File: src/include/hsss_pkg.sv
// Purpose: Constants and carriers for the hot swap status summary registers
// Assumes: Register access by command code, reads only, clears by strobe
// Notes:   Offsets are command codes; widths are fixed
package hsss_pkg;
   // ------------------------------------------------------------
   // Register command codes
   // ------------------------------------------------------------
   localparam logic [7:0]  STATUS_BYTE_ADDR   = 8'h78;
   localparam logic [7:0]  SUMMARY_WORD_ADDR  = 8'h79;
   localparam logic [7:0]  OUTPUT_STAT_ADDR   = 8'h7b;
   localparam logic [7:0]  INPUT_STAT_ADDR    = 8'h7c;
   localparam logic [7:0]  VENDOR_STAT_ADDR   = 8'h80;
   // ------------------------------------------------------------
   // Reset values
   // ------------------------------------------------------------
   localparam logic [15:0] SUMMARY_RESET      = 16'h0000;
   localparam logic [7:0]  BYTE_RESET         = 8'h00;
   // ------------------------------------------------------------
   // Field positions
   // ------------------------------------------------------------
   localparam int SW_OUTPUT_BIT   = 14;
   localparam int SW_INPUT_BIT    = 13;
   localparam int SW_VENDOR_BIT   = 12;
   localparam int SW_PBAD_BIT     = 11;
   localparam int OUT_OCF_BIT     = 7;
   localparam int OUT_OCW_BIT     = 5;
   localparam int IN_OVF_BIT      = 7;
   localparam int IN_OVW_BIT      = 6;
   localparam int IN_UVW_BIT      = 5;
   localparam int IN_UVF_BIT      = 4;
   localparam int IN_OPW_BIT      = 0;
   localparam int SB_OCF_BIT      = 4;
   localparam int SB_UVF_BIT      = 3;
   localparam int SB_OTHER_BIT    = 0;
   localparam int LIMIT_W         = 12;

   // Raw condition inputs from comparators and the power monitor
   typedef struct packed {
      logic oc_timeout;   // Overcurrent outlasted fault timer, gate off
      logic ov_pin;       // Overvoltage comparator
      logic uv_pin;       // Undervoltage comparator
      logic input_overvoltage_warning;  // Monitor over warning threshold
      logic input_overpower_warning;  // Monitor over power threshold
   } hsss_cond_t;

   // Flag clear strobes from the host side
   typedef struct packed {
      logic [7:0] output_clr;
      logic [7:0] input_clr;
   } hsss_clr_t;
endpackage : hsss_pkg
File: src/hdl/hsss_regs.sv
// Purpose: Summary status word and output and input detail status registers
// Assumes: Inputs synchronous to CLK_SYS; host clears latched bits by mask
// Notes:   Read data is registered, one cycle after the address
`timescale 1ns/1ps
module hsss_regs (
   // Clock and reset
   input  wire logic                    CLK_SYS,
   input  wire logic                    RST_N,
   // Conditions
   input  wire hsss_pkg::hsss_cond_t    COND,
   input  wire logic                    OC_WARN_EXCEEDED,
   input  wire logic [11:0]             VIN_CODE,
   input  wire logic [11:0]             UV_WARN_LIMIT,
   input  wire logic                    POWER_GOOD_PIN,
   input  wire logic                    HOTSWAP_OFF,
   input  wire logic                    COMM_FAULT,
   input  wire logic [7:0]              VENDOR_STATUS,
   // Clears
   input  wire hsss_pkg::hsss_clr_t     CLR,
   // Read port
   input  wire logic [7:0]              RD_ADDR,
   output logic [15:0]                  RD_DATA,
   output logic [15:0]                  SUMMARY_WORD,
   output logic [7:0]                   STATUS_BYTE
);
   logic       rst_meta;
   logic       rst_sync_n;
   logic [7:0] output_current_status;
   logic [7:0] input_condition_status;
   logic [7:0] next_output;
   logic [7:0] next_input;
   logic [7:0] output_set;
   logic [7:0] input_set;
   logic [7:0] status_byte_live;
   logic [15:0] summary_live;
   logic [15:0] next_rd;
   logic        uv_warn_cmp;
   logic        output_summary_flag;
   logic        input_summary_flag;
   logic        vendor_summary_flag;
   logic        power_bad_flag;

   // ------------------------------------------------------------
   // Reset release
   // ------------------------------------------------------------
   // Two stage release keeps deassertion clean against the clock
   always_ff @(posedge CLK_SYS or negedge RST_N) begin
      if (!RST_N) begin
         rst_meta   <= 1'b0;
         rst_sync_n <= 1'b0;
      end else begin
         rst_meta   <= 1'b1;
         rst_sync_n <= rst_meta;
      end
   end

   // ------------------------------------------------------------
   // Latched flag sources
   // ------------------------------------------------------------
   // Threshold compare, strictly below the limit
   assign uv_warn_cmp = VIN_CODE < UV_WARN_LIMIT;
   // Set terms; reserved positions never set
   assign output_set = {COND.oc_timeout, 1'b0, OC_WARN_EXCEEDED, 5'h00};
   assign input_set  = {COND.ov_pin, COND.input_overvoltage_warning, uv_warn_cmp,
                        COND.uv_pin, 3'h0, COND.input_overpower_warning};
   // Set wins over a clear in the same cycle
   assign next_output = output_set | (output_current_status & ~CLR.output_clr);
   assign next_input  = input_set | (input_condition_status & ~CLR.input_clr);

   always_ff @(posedge CLK_SYS or negedge rst_sync_n) begin
      if (!rst_sync_n) begin
         output_current_status  <= hsss_pkg::BYTE_RESET;
         input_condition_status <= hsss_pkg::BYTE_RESET;
      end else begin
         output_current_status  <= next_output;
         input_condition_status <= next_input;
      end
   end

   // ------------------------------------------------------------
   // Live summary flags
   // ------------------------------------------------------------
   assign output_summary_flag = |output_current_status;
   assign input_summary_flag  = |input_condition_status;
   assign vendor_summary_flag = |VENDOR_STATUS;
   assign power_bad_flag      = ~POWER_GOOD_PIN;
   // Other pending covers every output, input and vendor detail bit, including those shown in the byte
   assign status_byte_live = {1'b0, HOTSWAP_OFF, 1'b0,
                              output_current_status[hsss_pkg::OUT_OCF_BIT],
                              input_condition_status[hsss_pkg::IN_UVF_BIT], 1'b0,
                              COMM_FAULT,
                              output_summary_flag | input_summary_flag
                              | vendor_summary_flag};
   assign summary_live = {1'b0, output_summary_flag, input_summary_flag,
                          vendor_summary_flag, power_bad_flag, 3'h0,
                          status_byte_live};

   // ------------------------------------------------------------
   // Read decode
   // ------------------------------------------------------------
   // Unmapped codes read zero
   assign next_rd = (RD_ADDR == hsss_pkg::SUMMARY_WORD_ADDR) ? summary_live :
                    (RD_ADDR == hsss_pkg::STATUS_BYTE_ADDR)  ? {8'h00, status_byte_live} :
                    (RD_ADDR == hsss_pkg::OUTPUT_STAT_ADDR)  ? {8'h00, output_current_status} :
                    (RD_ADDR == hsss_pkg::INPUT_STAT_ADDR)   ? {8'h00, input_condition_status} :
                    (RD_ADDR == hsss_pkg::VENDOR_STAT_ADDR)  ? {8'h00, VENDOR_STATUS} :
                    16'h0000;

   // Registered outputs; summary and byte snapshots taken together
   always_ff @(posedge CLK_SYS or negedge rst_sync_n) begin
      if (!rst_sync_n) begin
         RD_DATA      <= hsss_pkg::SUMMARY_RESET;
         SUMMARY_WORD <= hsss_pkg::SUMMARY_RESET;
         STATUS_BYTE  <= hsss_pkg::BYTE_RESET;
      end else begin
         RD_DATA      <= next_rd;
         SUMMARY_WORD <= summary_live;
         STATUS_BYTE  <= status_byte_live;
      end
   end

   // ------------------------------------------------------------
   // Checks
   // ------------------------------------------------------------
   property p_bit15_zero;
      @(posedge CLK_SYS) disable iff (!rst_sync_n) SUMMARY_WORD[15] == 1'b0;
   endproperty
   a_bit15_zero: assert property (p_bit15_zero) else $error("bit15 set");

   property p_out_summary;
      @(posedge CLK_SYS) disable iff (!rst_sync_n)
         ##1 SUMMARY_WORD[14] == (|$past(output_current_status));
   endproperty
   a_out_summary: assert property (p_out_summary) else $error("bit14 wrong");

   property p_in_summary;
      @(posedge CLK_SYS) disable iff (!rst_sync_n)
         ##1 SUMMARY_WORD[13] == (|$past(input_condition_status));
   endproperty
   a_in_summary: assert property (p_in_summary) else $error("bit13 wrong");

   property p_vendor_summary;
      @(posedge CLK_SYS) disable iff (!rst_sync_n)
         ##1 SUMMARY_WORD[12] == (|$past(VENDOR_STATUS));
   endproperty
   a_vendor_summary: assert property (p_vendor_summary) else $error("bit12 wrong");

   property p_pbad;
      @(posedge CLK_SYS) disable iff (!rst_sync_n)
         ##1 SUMMARY_WORD[11] == !$past(POWER_GOOD_PIN);
   endproperty
   a_pbad: assert property (p_pbad) else $error("bit11 wrong");

   property p_reserved;
      @(posedge CLK_SYS) disable iff (!rst_sync_n)
         SUMMARY_WORD[10:8] == 3'h0 && output_current_status[6] == 1'b0
         && output_current_status[4:0] == 5'h00 && input_condition_status[3:1] == 3'h0;
   endproperty
   a_reserved: assert property (p_reserved) else $error("reserved set");

   property p_byte_match;
      @(posedge CLK_SYS) disable iff (!rst_sync_n) SUMMARY_WORD[7:0] == STATUS_BYTE;
   endproperty
   a_byte_match: assert property (p_byte_match) else $error("byte mismatch");

   property p_ocf_latch;
      @(posedge CLK_SYS) disable iff (!rst_sync_n)
         COND.oc_timeout |=> output_current_status[hsss_pkg::OUT_OCF_BIT];
   endproperty
   a_ocf_latch: assert property (p_ocf_latch) else $error("oc fault lost");

   property p_ocw_latch;
      @(posedge CLK_SYS) disable iff (!rst_sync_n)
         OC_WARN_EXCEEDED |=> output_current_status[hsss_pkg::OUT_OCW_BIT];
   endproperty
   a_ocw_latch: assert property (p_ocw_latch) else $error("oc warn lost");

   property p_ovf_latch;
      @(posedge CLK_SYS) disable iff (!rst_sync_n)
         COND.ov_pin |=> input_condition_status[hsss_pkg::IN_OVF_BIT];
   endproperty
   a_ovf_latch: assert property (p_ovf_latch) else $error("ov fault lost");

   property p_ovw_latch;
      @(posedge CLK_SYS) disable iff (!rst_sync_n)
         COND.input_overvoltage_warning |=> input_condition_status[hsss_pkg::IN_OVW_BIT];
   endproperty
   a_ovw_latch: assert property (p_ovw_latch) else $error("ov warn lost");

   property p_uvw_latch;
      @(posedge CLK_SYS) disable iff (!rst_sync_n)
         (VIN_CODE < UV_WARN_LIMIT) |=> input_condition_status[hsss_pkg::IN_UVW_BIT];
   endproperty
   a_uvw_latch: assert property (p_uvw_latch) else $error("uv warn lost");

   property p_uvf_latch;
      @(posedge CLK_SYS) disable iff (!rst_sync_n)
         COND.uv_pin |=> input_condition_status[hsss_pkg::IN_UVF_BIT];
   endproperty
   a_uvf_latch: assert property (p_uvf_latch) else $error("uv fault lost");

   property p_opw_latch;
      @(posedge CLK_SYS) disable iff (!rst_sync_n)
         COND.input_overpower_warning |=> input_condition_status[hsss_pkg::IN_OPW_BIT];
   endproperty
   a_opw_latch: assert property (p_opw_latch) else $error("op warn lost");

   property p_other;
      @(posedge CLK_SYS) disable iff (!rst_sync_n)
         ##1 STATUS_BYTE[0] == (|$past(output_current_status) || |$past(input_condition_status)
                                || |$past(VENDOR_STATUS));
   endproperty
   a_other: assert property (p_other) else $error("other pending wrong");

   property p_hold;
      @(posedge CLK_SYS) disable iff (!rst_sync_n)
         (output_current_status[7] && !CLR.output_clr[7]) |=> output_current_status[7];
   endproperty
   a_hold: assert property (p_hold) else $error("latched flag dropped");

   // No input bit may fall unless its clear strobe was high
   property p_hold_in;
      @(posedge CLK_SYS) disable iff (!rst_sync_n)
         ##1 ((($past(input_condition_status) & ~$past(CLR.input_clr))
               & ~input_condition_status) == 8'h00);
   endproperty
   a_hold_in: assert property (p_hold_in) else $error("latched input flag dropped");
endmodule : hsss_regs

File: config.mk
export PLATFORM = sky130hd
export DESIGN_NAME = hsss_regs
export DESIGN_NICKNAME = d
export VERILOG_FILES = /design/src/include/hsss_pkg.sv /design/src/hdl/hsss_regs.sv
export SDC_FILE = /design/constraint.sdc
export NUM_CORES = 1
export LEC_CHECK = 0
export ABC_AREA = 1
export BUFFER_PORTS_ARGS = -buffer_cell sky130_fd_sc_hd__buf_2
export CAP_MARGIN = 20
export CORE_AREA = 8 8 81 83
export DETAILED_ROUTE_END_ITERATION = 16
export DIE_AREA = 0 0 89 91
export PLACE_DENSITY = 0.83
export SKIP_LAST_GASP = 1
export SLEW_MARGIN = 15
export SYNTH_ARGS = -nofsm -noshare
export SYNTH_HDL_FRONTEND = slang
export SYNTH_SLANG_ARGS = --single-unit
File: constraint.sdc
create_clock -name CLK_SYS -period 1.1 [get_ports CLK_SYS]
set_input_delay 0.11 -clock CLK_SYS [delete_from_list [all_inputs] [get_ports CLK_SYS]]
set_output_delay 0.11 -clock CLK_SYS [all_outputs]
set_load 0.01 [all_outputs]
# Word level (Yosys, flattened, before mapping)
# Index checks and enable logic that the tools add are counted.
[totals] reg_bits=47 latchBits=0 mem_bits_rw=0 rom_bits=0 input_bits=67 output_inout_bits=40 wordCells=30 mem_count=0
[classes] n_addsub=0 mul=0 div=0 magnitude_cmp=1 n_eq_ne=5 shifts=0 muxes=5 n_bitwise=9 reduce_logical=3
[op_table] op="$eq 8x7->1 const B" count=4
[op_table] op="$mux 8" count=4
[op_table] op="$reduce_or 8->1" count=3
[op_table] op="$and 8x8->8" count=2
[op_table] op="$not 8->8" count=2
[op_table] op="$or 8x8->8" count=2
[op_table] op="$mux 15" count=1
[op_table] op="$lt 12x12->1" count=1
[op_table] op="$eq 8x8->1 const B" count=1
[op_table] op="$or 1x1->1" count=2
[op_table] op="$not 1->1" count=1

# Longest topological paths before layout
[depth] depth_word=6 ltp_mapped=9 ltp_nobuf=9

# Worst setup path before layout
# No wires, ideal clock.
[synth_timing] kind="reg-to-reg" startpoint="register input_condition_status[4]" endpoint="register RD_DATA[0]" arrival_ns=0.901 required_time_ns=0.981 path_slack_ns=0.081 stages_incl_launch_ff=7 n_path_buf=0 path_cell_list="dfrtp_1 nor2_1 nand3_1 nor2_2 nand3_1 nand2_1 nand2_1"
[synth_via] elab_chain_cells=5
[synth_lines] item="start: declaration" line_no="hsss_regs.sv:29" text="logic [7:0] input_condition_status;"
[synth_lines] item="start signal: assignment" line_no="hsss_regs.sv:73" text="input_condition_status <= hsss_pkg::BYTE_RESET;"
[synth_lines] item="start signal: assignment" line_no="hsss_regs.sv:76" text="input_condition_status <= next_input;"
[synth_lines] item="$reduce_or 8->1 (*)" line_no="hsss_regs.sv:84" text="assign input_summary_flag = |input_condition_status;"
[synth_lines] item="$or 1x1->1 (*)" line_no="hsss_regs.sv:92" text="output_summary_flag | input_summary_flag"
[synth_lines] item="$or 1x1->1 (*)" line_no="hsss_regs.sv:93" text="| vendor_summary_flag};"
[synth_lines] item="named net status_byte_live[0]" line_no="hsss_regs.sv:34" text="logic [7:0] status_byte_live;"
[synth_lines] item="$mux 8" line_no="hsss_regs.sv:103" text="(RD_ADDR == hsss_pkg::STATUS_BYTE_ADDR) ? {8'h00, status_byte_live} :"
[synth_lines] item="$mux 15 (*)" line_no="hsss_regs.sv:102" text="assign next_rd = (RD_ADDR == hsss_pkg::SUMMARY_WORD_ADDR) ? summary_live :"
[synth_lines] item="named net next_rd[0]" line_no="hsss_regs.sv:36" text="logic [15:0] next_rd;"
[synth_lines] item="end signal: assignment" line_no="hsss_regs.sv:112" text="RD_DATA <= hsss_pkg::SUMMARY_RESET;"
[synth_lines] item="end signal: assignment" line_no="hsss_regs.sv:116" text="RD_DATA <= next_rd;"
[synth_lines] item="end: declaration" line_no="hsss_regs.sv:22" text="output logic [15:0] RD_DATA,"
# The timed path passes the listed nets; every way through them passes the cells marked *.

# Final worst setup path
[layout_timing] startpoint="register output_current_status[5]" endpoint="register RD_DATA[0]"
[layout_via] elab_chain_cells=5
[layout_lines] item="start: declaration" line_no="hsss_regs.sv:28" text="logic [7:0] output_current_status;"
[layout_lines] item="start signal: assignment" line_no="hsss_regs.sv:72" text="output_current_status <= hsss_pkg::BYTE_RESET;"
[layout_lines] item="start signal: assignment" line_no="hsss_regs.sv:75" text="output_current_status <= next_output;"
[layout_lines] item="$reduce_or 8->1 (*)" line_no="hsss_regs.sv:83" text="assign output_summary_flag = |output_current_status;"
[layout_lines] item="$or 1x1->1 (*)" line_no="hsss_regs.sv:92"
[layout_lines] item="$or 1x1->1 (*)" line_no="hsss_regs.sv:93"
[layout_lines] item="named net status_byte_live[0]" line_no="hsss_regs.sv:34"
[layout_lines] item="$mux 8" line_no="hsss_regs.sv:103"
[layout_lines] item="$mux 15 (*)" line_no="hsss_regs.sv:102"
[layout_lines] item="named net next_rd[0]" line_no="hsss_regs.sv:36"
# Marked as above.

==> PnR_summary.wiki <==
{| class="wikitable"
! Metric !! Value
|-
| First element of the critical path || output_current_status[5]
|-
| Maximum achievable frequency || 923 MHz
|-
| Outcome || finished clean
|-
| Hold/Removal Path Class || primary input to flip-flop
|-
| Sequential cell area || 977 um2
|-
| Post-synth cell types || 21
|-
| H-tree depth || 2
|-
| Half-perimeter wire length after placement || 4510 um
|-
| Final Net Count || 444
|-
| Worst EP required || 1280 ps
|-
| Most used standard cell by instance count after synthesis || sky130_fd_sc_hd__inv_1
|-
| Global-route congestion overflow total || 0
|-
| Routed Antenna Nets || 0
|-
| Register area share after synthesis || 47.2%
|-
| Clock Power Share || 33.8%
|-
| Warnings, synthesis || 0
|-
| Buffers from clock root to sink, at most || 2
|-
| Placer's final routability congestion estimate || 0.807
|-
| Internal Pwr Total || 0.00229 W
|-
| Final wirelength || 5440 um
|-
| CP Capture Type || flip-flop
|-
| Sequential cell fraction of total power || 49.4%
|-
| Inserted Clock Buffers || 5
|-
| Layout overhead on the synthesized area || 41.6%
|-
| Static leakage power || 1.65 nW
|-
| Core area || 0.00534 mm2
|-
| Proportion of register bits with asynchronous set or reset after synthesis || 100%
|-
| Critical Path Fanout Max || 2
|-
| TritonCTS clock tree || yes
|-
| Net switching power || 0.000722 W
|-
| Number of port buffers || 92
|-
| Number of instances in the synthesized netlist || 240
|-
| Sw frac || 24.0%
|-
| Path type of the worst setup path || flip-flop to flip-flop
|-
| Die area || 0.00810 mm2
|-
| Clock slew at reported path FFs || 70 ps
|-
| VDD IR max || 470 uV
|-
| Wire length of the first global-routing pass || 8610 um
|-
| Cell types with the largest area share after synthesis || sky130_fd_sc_hd__dfrtp_1 47%, sky130_fd_sc_hd__inv_1 8.0%, sky130_fd_sc_hd__buf_4 6.9%
|-
| Met2 usage in global routing || 22.7%
|-
| Chip Width || 89 um
|-
| Nature of the critical path startpoint || flip-flop
|-
| I/O pin total || 107
|-
| Pin count of the biggest net entering global routing || 38
|-
| DRC violation count after routing || 0
|-
| Worst setup timing slack at the placement stage || 8.68 ps
|-
| Total vias in the final route || 1900
|-
| Cell type contributing the most total cell area after synthesis || sky130_fd_sc_hd__dfrtp_1
|-
| CTS sink cnt || 39
|-
| Predominant post-synthesis flop cell || sky130_fd_sc_hd__dfrtp_1
|-
| Routed wirelength normalized by instance count || 12.4 um
|-
| Critical path arrival || 1260 ps
|-
| Fin crit share || 98.5%
|-
| Cell count of the worst reg-to-reg path || 6
|-
| Share of layout cells above drive strength 1 || 39.0%
|-
| Antenna diode count || 0
|-
| Clock latency at the later pin of the worst-skew pair || 280 ps
|-
| Pre-antenna DRT Iters || 4
|-
| GR met1 Demand/Resource || 14.1%
|-
| Hold Worst Slack || 9.00 ps
|-
| Global router's overall resource usage || 13.4%
|-
| Mapped Area || 0.00207 mm2
|-
| Final Max Tran Viols || 0
|-
| Die height || 91 um
|-
| Number of placement rows || 27
|-
| Clock period minus final worst setup slack || 1080 ps
|-
| Layout filler cell count || 499
|-
| Worst min-delay path endpoint || input_condition_status[6]
|-
| Crit path setup slack, layout || 16.7 ps
|-
| Power density relative to cell area || 1030 mW/mm2
|-
| Area of the multi-input gates || 808 um2
|-
| R2R Path End || RD_DATA[0]
|-
| Drt first-iter violations || 46
|-
| Number of enable flip-flop cells after synthesis || 0
|-
| RSZ-0062 raised after global routing || true
|-
| Clock root cell || sky130_fd_sc_hd__clkbuf_8
|-
| Number of storage elements in the synthesis netlist || 39
|-
| Average size of a mapped cell || 8.62 um2
|-
| Layer carrying the most global-route usage || met2
|-
| Setup Skew || 3.62 ps
|-
| Final number of setup-violating endpoints || 0
|-
| Most frequent cells after synthesis || 44 x sky130_fd_sc_hd__inv_1, 39 x sky130_fd_sc_hd__dfrtp_1, 33 x sky130_fd_sc_hd__nand2_1
|-
| Via density || 4.33
|-
| Slack of the worst reg-to-reg path || 20 ps
|-
| Initial core utilization || 38.7%
|-
| Endpoints failing hold || 0
|-
| Final total negative setup slack || 0 ps
|-
| Initial antenna violation count || 0
|-
| Start of the worst register-to-register path || output_current_status[5]
|-
| Synth top area share || 47.2%
|-
| Number of maximum-capacitance constraint violations || 0
|-
| Launch point of the worst hold path || CLR[6]
|-
| Worst Hold Depth || 2
|-
| Fraction of power consumed by combinational cells || 16.7%
|-
| Met3 global-route usage || 6.13%
|-
| Via count of the first global-routing pass || 2064
|}
metrics by stage:
step	instances	util, %	cell area, um2	power [W]
floorplan	253	-	2120	0.00178
global placement	412	49.5	2640	0.00196
detailed placement	412	49.5	2640	0.00198
CTS	436	54.3	2900	0.00304
global route	439	54.9	2930	0.00317
finish	439	54.9	2930	0.00301
worst max-delay path by stage:
stage,cells past startpoint,slack (ps),end
final,6,20,RD_DATA[0]
after global routing,6,-70,RD_DATA[0]
after CTS,6,40,RD_DATA[0]
after detailed placement,8,9,input_condition_status[5]
after global placement,9,40,input_condition_status[5]
after floorplan,6,80,RD_DATA[0]
routing by layer:
metal  part of all wire (%)  vias up
met1                     39      822
met4                    1.7        0
met3                     13       10
met5                      0        -
li1                       -      959
met2                     47      109
sequential cells by signal, summed over array words and instances, names as in the netlist:
signal                  flops
SUMMARY_WORD                9
rst_sync_n                  1
input_condition_status      8
output_current_status       8
RD_DATA                    12
rst_meta                    1
cell type report:
cell class	count	share of cell area (%)
inverter	49	6.28
tap	72	3.08
timing repair buffer	126	26.2
multi-input combinational	145	27.6
clock buffer	8	3.42
sequential	39	33.4
logic make-up (layout without fill, tap and decap cells):
kind of cell               count (synthesis)  in the layout  synth area share, %
buffers and inverters                     69            183                 16.3
and+or+nand+nor                          103            103                 24.5
adders and majority gates                 11             11                 6.65
DFF                                       39             39                 47.2
AOI/OAI and AO/OA                         16             16                 4.96
other                                      2             15                0.363
placed cells by master, fill, tap and decap left out, types with 7 or more instances in the layout:
cell,count
sky130_fd_sc_hd__buf_2,92
sky130_fd_sc_hd__buf_4,17
sky130_fd_sc_hd__clkbuf_8,7
sky130_fd_sc_hd__conb_1,15
sky130_fd_sc_hd__dfrtp_1,38
sky130_fd_sc_hd__dlygate4sd3_1,16
sky130_fd_sc_hd__ha_1,11
sky130_fd_sc_hd__inv_1,41
sky130_fd_sc_hd__inv_2,8
sky130_fd_sc_hd__nand2_1,33
sky130_fd_sc_hd__nand3_1,19
sky130_fd_sc_hd__nand4_1,8
sky130_fd_sc_hd__nor2_1,25
sky130_fd_sc_hd__nor2_2,8
critical path, cell delays in order, from the launching register on:
cell,delay [ps]
sky130_fd_sc_hd__dfrtp_1,370
sky130_fd_sc_hd__inv_1,70
sky130_fd_sc_hd__nand4_1,130
sky130_fd_sc_hd__nor2_2,190
sky130_fd_sc_hd__nand3_2,110
sky130_fd_sc_hd__nand2_1,70
sky130_fd_sc_hd__nand2_1,50
timing repair:
action,in CTS,in global routing
endpoints found under the hold margin,18,0
buffers inserted,0,3
gates resized for setup,0,4
setup endpoints to repair,0,1
hold buffers,16,0
power groups by stage:
stage	combinational (W)	sequential (W)	clock, W
floorplan	0.000237	0.00154	0
global placement	0.000444	0.00151	0
detailed placement	0.000460	0.00152	0
CTS	0.000508	0.00149	0.00105
global route	0.000569	0.00149	0.00111
finish	0.000504	0.00149	0.00102
No activity file was read; power rests on OpenSTA's default activity.
